--- src/rtl/cbc_pkg.sv ---
// Constants and carrier types shared by the blanking and capture block.
//----------------------------------------------------------------------
// Overview of operation
// - Capture runs only while capture enable is set.
// - Rising filtered event latches time-base count.
// - One capture per reference interval, rest ignored.
// - Shadow mode copies capture at reference; reads shadow.
// - Active mode reads the captured value directly.
// - Active and shadow share one address.
// - Sixteen-bit offset delays window after reference.
// - Offset reloads from shadow at each reference.
// - Offset expiry starts or restarts the window.
// - Offset count readable, counts down, holds zero.
// - Offset counter never stops for debug halt.
// - Eight-bit width; zero gives no window.
// - Nonzero width loads window counter at expiry.
// - Window runs on across period boundaries.
// - Window count readable, counts down, holds zero.
// - Reference select: 00 period, 01 zero.
// - Blanking needs enable; invert flips window sense.
//----------------------------------------------------------------------
`default_nettype none

package cbc_pkg;

  //--------------------------------------------------------------------
  // Register byte offsets.
  //--------------------------------------------------------------------
  localparam int unsigned ADR_W = 5;
  localparam logic [4:0] OFS_FILTER_CTL   = 5'h00;
  localparam logic [4:0] OFS_CAPTURE_CTL  = 5'h04;
  localparam logic [4:0] OFS_CAPTURE_VAL  = 5'h08;
  localparam logic [4:0] OFS_BLANK_OFS    = 5'h0C;
  localparam logic [4:0] OFS_BLANK_OFSCNT = 5'h10;
  localparam logic [4:0] OFS_BLANK_WIDTH  = 5'h14;
  localparam logic [4:0] OFS_BLANK_WIDCNT = 5'h18;

  //--------------------------------------------------------------------
  // Field positions, encodings and reset values.
  //--------------------------------------------------------------------
  localparam int unsigned FC_BLANK_EN  = 2;
  localparam int unsigned FC_BLANK_INV = 3;
  localparam int unsigned FC_REF_LSB   = 4;
  localparam int unsigned CC_CAP_EN    = 0;
  localparam int unsigned CC_SHADOW    = 1;
  localparam logic [1:0]  REF_PERIOD   = 2'h0;
  localparam logic [1:0]  REF_ZERO     = 2'h1;
  localparam logic [15:0] RST_OFFSET   = 16'h0000;
  localparam logic [7:0]  RST_WIDTH    = 8'h00;
  localparam logic [15:0] RST_CAPTURE  = 16'h0000;

  //--------------------------------------------------------------------
  // Carrier types.
  //--------------------------------------------------------------------
  typedef struct packed {
    logic [15:0] count;
    logic        period_match;
    logic        zero_match;
  } cbc_tb_t;

  typedef struct packed {
    logic [1:0] ref_sel;
    logic       blank_inv;
    logic       blank_en;
    logic       shadow_sel;
    logic       cap_en;
  } cbc_ctrl_t;

  typedef struct packed {
    cbc_ctrl_t   ctrl;
    logic [15:0] offset_shadow;
    logic [7:0]  width;
    logic        ack;
    logic [31:0] rdata;
    logic        filt;
    logic        blank;
  } cbc_state_t;

  typedef struct packed {
    logic [15:0] active;
    logic [15:0] shadow;
    logic        locked;
    logic        evt_q;
  } cbc_cap_state_t;

endpackage

`default_nettype wire

--- src/rtl/cbc_down_counter.sv ---
// Loadable down-counter that stops at zero and flags its expiry.
`default_nettype none

module cbc_down_counter
  import cbc_pkg::*;
#(
  parameter int unsigned W = 8
) (
  // Clock and reset.
  input  wire logic         clk_i,
  input  wire logic         rst_i,
  // Load request and value.
  input  wire logic         load_i,
  input  wire logic [W-1:0] load_val_i,
  // Present count and expiry strobe.
  output logic      [W-1:0] count_o,
  output logic              expire_o
);

  typedef struct packed {
    logic [W-1:0] count;
  } cbc_cnt_state_t;

  cbc_cnt_state_t st;
  cbc_cnt_state_t next_st;

  // A load wins over counting; a zero count holds until reloaded.
  always_comb begin
    next_st = st;
    if (load_i) begin
      next_st.count = load_val_i;
    end else if (st.count != '0) begin
      next_st.count = st.count - 1'b1;
    end
  end

  // Registers the counter state.
  always_ff @(posedge clk_i) begin
    if (rst_i) begin
      st <= '0;
    end else begin
      st <= next_st;
    end
  end

  // Expiry is the step from one to zero, or a load of zero.
  assign count_o  = st.count;
  assign expire_o = load_i ? (load_val_i == '0) : (st.count == W'(1));

endmodule

`default_nettype wire

--- src/rtl/cbc_capture.sv ---
// Time-base capture with one-shot lock and reference-point shadow.
`default_nettype none

module cbc_capture
  import cbc_pkg::*;
(
  // Clock and reset.
  input  wire logic        clk_i,
  input  wire logic        rst_i,
  // Control and events.
  input  wire logic        ref_i,
  input  wire logic        cap_en_i,
  input  wire logic        shadow_sel_i,
  input  wire logic        filt_i,
  input  wire logic [15:0] tb_count_i,
  // Captured values.
  output logic      [15:0] active_o,
  output logic      [15:0] shadow_o
);

  cbc_cap_state_t st;
  cbc_cap_state_t next_st;
  logic           take;

  // A capture in the reference cycle itself opens the new interval.
  assign take = cap_en_i && filt_i && !st.evt_q &&
                (!st.locked || ref_i);

  // Next state: shadow copy, lock release and capture.
  always_comb begin
    next_st       = st;
    next_st.evt_q = filt_i;
    if (ref_i) begin
      next_st.locked = 1'b0;
      if (!shadow_sel_i) begin
        next_st.shadow = st.active;
      end
    end
    if (take) begin
      next_st.active = tb_count_i;
      next_st.locked = 1'b1;
    end
  end

  // Registers the capture state.
  always_ff @(posedge clk_i) begin
    if (rst_i) begin
      st <= '{RST_CAPTURE, RST_CAPTURE, 1'b0, 1'b0};
    end else begin
      st <= next_st;
    end
  end

  assign active_o = st.active;
  assign shadow_o = st.shadow;
endmodule

`default_nettype wire

--- src/rtl/cbc_blank_capture.sv ---
// Blanking window timer and capture block with a Wishbone register slave.
`default_nettype none

module cbc_blank_capture
  import cbc_pkg::*;
(
  // Clock and reset.
  input  wire logic             clk_i,
  input  wire logic             rst_i,
  // Wishbone classic slave.
  input  wire logic             wb_cyc_i,
  input  wire logic             wb_stb_i,
  input  wire logic             wb_we_i,
  input  wire logic [ADR_W-1:0] wb_adr_i,
  input  wire logic [3:0]       wb_sel_i,
  input  wire logic [31:0]      wb_dat_i,
  output logic      [31:0]      wb_dat_o,
  output logic                  wb_ack_o,
  // Time base and compare event.
  input  wire cbc_tb_t          tb_i,
  input  wire logic             cmp_event_i,
  // Filtered event and blanking window.
  output logic                  filtered_event_o,
  output logic                  blank_window_o
);

  //--------------------------------------------------------------------
  // Declarations.
  //--------------------------------------------------------------------
  cbc_state_t  st;
  cbc_state_t  next_st;
  logic        req;
  logic        ref_pulse;
  logic        blank_now;
  logic        filt_now;
  logic        win_load;
  logic        off_expire;
  logic [15:0] off_cnt;
  logic [7:0]  win_cnt;
  logic [15:0] cap_active;
  logic [15:0] cap_shadow;
  logic [15:0] cap_read;
  logic [31:0] rd_mux;

  assign req = wb_cyc_i && wb_stb_i;

  //--------------------------------------------------------------------
  // Reference point and blanking window.
  //--------------------------------------------------------------------

  // Picks the reference pulse; reserved codes give no reference.
  always_comb begin
    unique case (st.ctrl.ref_sel)
      REF_PERIOD: ref_pulse = tb_i.period_match;
      REF_ZERO:   ref_pulse = tb_i.zero_match;
      default:    ref_pulse = 1'b0;
    endcase
  end

  // The window is the nonzero window count, gated and optionally
  // inverted; the inverted sense blanks everywhere outside it.
  assign blank_now = st.ctrl.blank_en &&
                     ((win_cnt != 8'h00) ^ st.ctrl.blank_inv);

  // Blanking masks the selected compare event.
  assign filt_now = cmp_event_i && !blank_now;

  // A zero width never loads the window counter.
  assign win_load = off_expire && (st.width != RST_WIDTH);

  // Offset counter: loaded from the shadow at every reference point.
  // It has no halt input, so debug stops never freeze it.
  cbc_down_counter #(
    .W          (16)
  ) u_offset (
    .clk_i      (clk_i),
    .rst_i      (rst_i),
    .load_i     (ref_pulse),
    .load_val_i (st.offset_shadow),
    .count_o    (off_cnt),
    .expire_o   (off_expire)
  );

  // Window counter: loaded or restarted at each offset expiry with a nonzero width. No
  // reference pulse reaches it, so a window may span periods.
  cbc_down_counter #(
    .W          (8)
  ) u_window (
    .clk_i      (clk_i),
    .rst_i      (rst_i),
    .load_i     (win_load),
    .load_val_i (st.width),
    .count_o    (win_cnt),
    .expire_o   ()
  );

  //--------------------------------------------------------------------
  // Counter capture.
  //--------------------------------------------------------------------

  // Capture watches the event after blanking.
  cbc_capture u_capture (
    .clk_i        (clk_i),
    .rst_i        (rst_i),
    .ref_i        (ref_pulse),
    .cap_en_i     (st.ctrl.cap_en),
    .shadow_sel_i (st.ctrl.shadow_sel),
    .filt_i       (filt_now),
    .tb_count_i   (tb_i.count),
    .active_o     (cap_active),
    .shadow_o     (cap_shadow)
  );

  // One address returns either copy, chosen by the shadow select.
  assign cap_read = st.ctrl.shadow_sel ? cap_active
                                       : cap_shadow;

  //--------------------------------------------------------------------
  // Register read multiplexer.
  //--------------------------------------------------------------------

  // Unused and reserved bits, and unmapped addresses, read as zero.
  always_comb begin
    rd_mux = 32'h0000_0000;
    unique case (wb_adr_i)
      OFS_FILTER_CTL: begin
        rd_mux[FC_BLANK_EN]        = st.ctrl.blank_en;
        rd_mux[FC_BLANK_INV]       = st.ctrl.blank_inv;
        rd_mux[FC_REF_LSB +: 2]    = st.ctrl.ref_sel;
      end
      OFS_CAPTURE_CTL: begin
        rd_mux[CC_CAP_EN]          = st.ctrl.cap_en;
        rd_mux[CC_SHADOW]          = st.ctrl.shadow_sel;
      end
      OFS_CAPTURE_VAL: begin
        rd_mux[15:0]               = cap_read;
      end
      OFS_BLANK_OFS: begin
        rd_mux[15:0]               = st.offset_shadow;
      end
      OFS_BLANK_OFSCNT: begin
        rd_mux[15:0]               = off_cnt;
      end
      OFS_BLANK_WIDTH: begin
        rd_mux[7:0]                = st.width;
      end
      OFS_BLANK_WIDCNT: begin
        rd_mux[7:0]                = win_cnt;
      end
      default: begin
        rd_mux = 32'h0000_0000;
      end
    endcase
  end

  //--------------------------------------------------------------------
  // Next state: bus handshake, register writes and outputs.
  //--------------------------------------------------------------------

  // Ack rises one cycle after a new request and lasts one cycle; a
  // write commits at the edge where the master sees ack high.
  always_comb begin
    next_st       = st;
    next_st.ack   = req && !st.ack;
    next_st.rdata = (req && !st.ack) ? rd_mux : 32'h0000_0000;
    next_st.filt  = filt_now;
    next_st.blank = blank_now;
    if (req && st.ack && wb_we_i) begin
      unique case (wb_adr_i)
        OFS_FILTER_CTL: begin
          if (wb_sel_i[0]) begin
            next_st.ctrl.blank_en  = wb_dat_i[FC_BLANK_EN];
            next_st.ctrl.blank_inv = wb_dat_i[FC_BLANK_INV];
            next_st.ctrl.ref_sel   = wb_dat_i[FC_REF_LSB +: 2];
          end
        end
        OFS_CAPTURE_CTL: begin
          if (wb_sel_i[0]) begin
            next_st.ctrl.cap_en     = wb_dat_i[CC_CAP_EN];
            next_st.ctrl.shadow_sel = wb_dat_i[CC_SHADOW];
          end
        end
        OFS_BLANK_OFS: begin
          // Software only reaches the shadow copy of the offset.
          if (wb_sel_i[0]) begin
            next_st.offset_shadow[7:0] = wb_dat_i[7:0];
          end
          if (wb_sel_i[1]) begin
            next_st.offset_shadow[15:8] = wb_dat_i[15:8];
          end
        end
        OFS_BLANK_WIDTH: begin
          if (wb_sel_i[0]) begin
            next_st.width = wb_dat_i[7:0];
          end
        end
        default: begin
          next_st.width = st.width;
        end
      endcase
    end
  end

  // Registers the block state.
  always_ff @(posedge clk_i) begin
    if (rst_i) begin
      st               <= '0;
      st.offset_shadow <= RST_OFFSET;
      st.width         <= RST_WIDTH;
    end else begin
      st <= next_st;
    end
  end

  //--------------------------------------------------------------------
  // Outputs.
  //--------------------------------------------------------------------
  assign wb_ack_o         = st.ack;
  assign wb_dat_o         = st.rdata;
  assign filtered_event_o = st.filt;
  assign blank_window_o   = st.blank;
endmodule

`default_nettype wire

--- config.mk ---
export PLATFORM = sky130hd
export DESIGN_NAME = cbc_blank_capture
export DESIGN_NICKNAME = d
export VERILOG_FILES = /design/src/rtl/cbc_pkg.sv /design/src/rtl/cbc_down_counter.sv /design/src/rtl/cbc_capture.sv /design/src/rtl/cbc_blank_capture.sv
export SDC_FILE = /design/constraint.sdc
export NUM_CORES = 1
export LEC_CHECK = 0
export BUFFER_PORTS_ARGS = -buffer_cell sky130_fd_sc_hd__buf_4
export CORE_ASPECT_RATIO = 1.2
export CORE_MARGIN = 1.5
export CORE_UTILIZATION = 55
export DETAILED_ROUTE_END_ITERATION = 7
export HOLD_SLACK_MARGIN = 0.06
export PLACE_DENSITY = 0.84
export SLEW_MARGIN = 20
export SYNTH_ARGS = -nofsm -noshare
export SYNTH_HDL_FRONTEND = slang
export SYNTH_SLANG_ARGS = --single-unit
--- constraint.sdc ---
create_clock -name clk_i -period 2.65 [get_ports clk_i]
set_clock_uncertainty 0.1 [all_clocks]
set_input_delay 0.3975 -clock clk_i [delete_from_list [all_inputs] [get_ports clk_i]]
set_output_delay 0.3975 -clock clk_i [all_outputs]
set_load 0.005 [all_outputs]
==> impl_metrics.yaml <==
status:
  status: "completed"
synthesis:
  synthFlopType: "dfxtp_1"
  ys_seq_elements: 106
  postSynthAreaPerCell_um2: 8.48
  synthArstFlopShare_pct: 0
  ys_warn_count: 0
  synth-edff-count: 0
  ys_types: 59
  synth.yosys.seq_area_share_pct: 39.6
  netlist_instances: 632
  syn_area_um2: 5360
placed_design:
  dp.final_hpwl_mm: 9.95
  placed_cells: 776
  pre_cts_ws_ps: 231
  gp_congestion: 0.858
  io_buffers: 65
route:
  drcViolationCount: 0
  wire_per_inst_um: 17.2
  vias_per_cell: 6.05
  vias: 4773
  first_iter_violations: 448
  dr.pass1.iters: 6
  ant_nets: 0
  wl_mm: 13.6
grt:
  grt_pass1_vias: 4602
  grt_usage_pct: 26.8
  grt_antenna_before_repair: 0
  grt_max_degree: 48
  grt-ovfl-total: 0
  grt_pass1_wl_mm: 22.0
finish:
  layout_commonest_cell: "dfxtp_1"
  fill_cells: 774
  layout_common_cells: "dfxtp_1 (106), buf_4 (79), nand2_1 (73), nor2_1 (56), a21oi_1 (48)"
  drive_gt1_share_pct: 17.3
  fin_cells: 789
  diodes: 0
  synthToLayoutAreaGrowth_pct: 13.2
  final_core_utilization_pct: 63.7
  final_net_count: 734
clocking:
  insertion_delay_ps: 350
  cts_tree: "built"
  post_cts_buffers: 0
  cts_buffers: 9
  root_buffer: "clkbuf_16"
  cts_buffer_depth: 2
  cts_resized: 0
  clk_pin_slew_worst_paths_ps: 70
  clock_sinks: 106
  h-tree-depth: 3
  holdBufCountCts: 0
critical_path:
  cp.required_ps: 2820
  crit_type: "flip-flop to flip-flop"
  ff2ff_setup_slack_ps: 230
  startpoint_type: "flip-flop"
  path_max_fanout: 16
  crit_arrival_ps: 2580
  cp_slowest_cell: "and3_1"
  startpoint: "u_window.count_o[1]"
  r2r_end: "u_capture.active_o[3]"
  cpMostUsedCell: "and3_1"
  r2r_cells: 6
  slowest_delay_ps: 760
  cp-endpoint: "u_capture.active_o[3]"
  r2r-start: "u_window.count_o[1]"
  crit_path_end_kind: "flip-flop"
  crit_chain: "inv_1 -> ha_1 -> and3_1 -> mux2_4 -> and3_1 -> mux2i_1"
sta:
  timing.fmax_mhz: 414
  hold_viol: 0
  drv_slew: 0
  setup_viol: 0
  worst_hold_slack_ps: 173
  fin_setup_tns_ps: 0
  period_minus_slack_ps: 2420
  slew_headroom_pct: 39.2
  worst_pin_slew_ps: 912
  post-route-period-util_pct: 91.2
  grt_setup_unrepaired: "no"
  fin_ws_ps: 233
floorplanning:
  coreArea_um2: 9520
  placementRows: 39
  start_util_pct: 56.3
  die_x_um: 93.1
  dieArea_um2: 10300
  die_y_um: 111
  pin_count: 100
power_and_ir_drop:
  vdd_drop_max_v: 0.000383
  leakagePower_nw: 2.32
  pwr-share-seq_pct: 44.5
  p_per_area_nw_per_um2: 661
  switching_power_mw: 1.06
  power_frac_clock_pct: 37.2
  power_frac_comb_pct: 18.3
  switching_share_pct: 26.6
  p_int_mw: 2.94
flow_run:
  maxCapViolations: 0
worst_hold_path:
  min_path_type: "input pin to flip-flop"
layer usage:
layer  wire length [um]  track usage (%)  vias to the layer above  part of all wire, %
met5                  0                0                        -                    0
met4                508             12.8                        0                  3.7
met3               1070             4.12                       41                  7.9
met2               6550             44.7                      252                   48
met1               5440             33.5                     2218                   40
li1                   -                -                     2262                    -
registers in the layout, summed over array words and instances (netlist names):
name and flops:
u_capture.shadow_o 16, u_capture.active_o 16, wb_dat_o 16, u_offset.count_o 16, u_window.count_o 8, wb_ack_o 1, u_capture.st 2, blank_window_o 1
st 30
worst min-delay path by stage:
stage	start	endpoint	slack (ps)	depth (start not counted)
after detailed placement	u_capture.st[1]	u_capture.st[1]	360	2
after global routing	wb_dat_i[8]	st[51]	180	3
after floorplan	u_capture.st[1]	u_capture.st[1]	330	2
final	wb_dat_i[9]	st[52]	170	3
after CTS	wb_dat_i[9]	st[52]	180	3
after global placement	u_capture.shadow_o[15]	u_capture.shadow_o[15]	360	2
area by class of cell:
type | instances | area [um^2] | share of cell area, %
Clock inverter | 3 | 90.1 | 1.49
Tap cell | 123 | 154 | 2.54
Timing Repair Buffer | 79 | 593 | 9.78
Multi-Input combinational cell | 460 | 2840 | 46.8
Clock buffer | 10 | 239 | 3.94
Sequential cell | 106 | 2120 | 35.0
Inverter | 8 | 30.0 | 0.495
critical path: cells and delay by family, from the launching register on:
kind / cells / cell delay (ps)
AND/OR/NAND/NOR: 2 / 930
multiplexers: 2 / 510
flip-flops: 1 / 470
adder cells (fa/ha/maj): 1 / 210
buffers and inverters: 1 / 130
power groups by stage:
stage | clock [mW] | combinational, mW | sequential, mW
after floorplan | 0 | 0.540 | 1.79
after global placement | 0 | 0.690 | 1.81
after detailed placement | 0 | 0.716 | 1.81
after CTS | 1.50 | 0.726 | 1.78
after global routing | 1.57 | 0.812 | 1.79
final | 1.49 | 0.734 | 1.78
kinds of logic after synthesis:
| family | synth area share (%) |
|---|---|
| AOI/OAI and AO/OA | 14.8 |
| xor gates and xnor gates | 1.63 |
| adders and majority gates | 1.17 |
| buffers and inverters | 8.57 |
| DFF | 39.6 |
| muxes | 10.5 |
| other | 0.0700 |
| and+or+nand+nor | 23.7 |
per-stage QoR:
step                cell area, um^2  total power, mW
global placement               5730             2.50
CTS                            6060             4.00
finish                         6070             4.01
global route                   6070             4.17
floorplan                      5420             2.33
detailed placement             5730             2.53
cells in the mapped netlist (5+ instances only):
cell type	n	area [um^2]
a222oi_1	10	100
a221oi_1	5	43.8
clkbuf_1	33	124
nor2_1	57	214
a21oi_1	48	240
mux2i_1	41	410
nand4_1	5	31.3
nor3_1	10	50.1
nand3b_1	6	45.0
a31oi_1	6	37.5
buf_4	32	240
xnor2_1	6	52.6
nand2b_1	35	219
nand3_1	24	120
nand2_1	73	274
and3_1	5	31.3
dfxtp_1	106	2120
ha_1	5	62.6
inv_1	8	30.0
o41ai_1	6	52.6
nor4_1	11	68.8
mux2_2	12	135
o21ai_0	22	110
(Power assumes the default switching activity.)
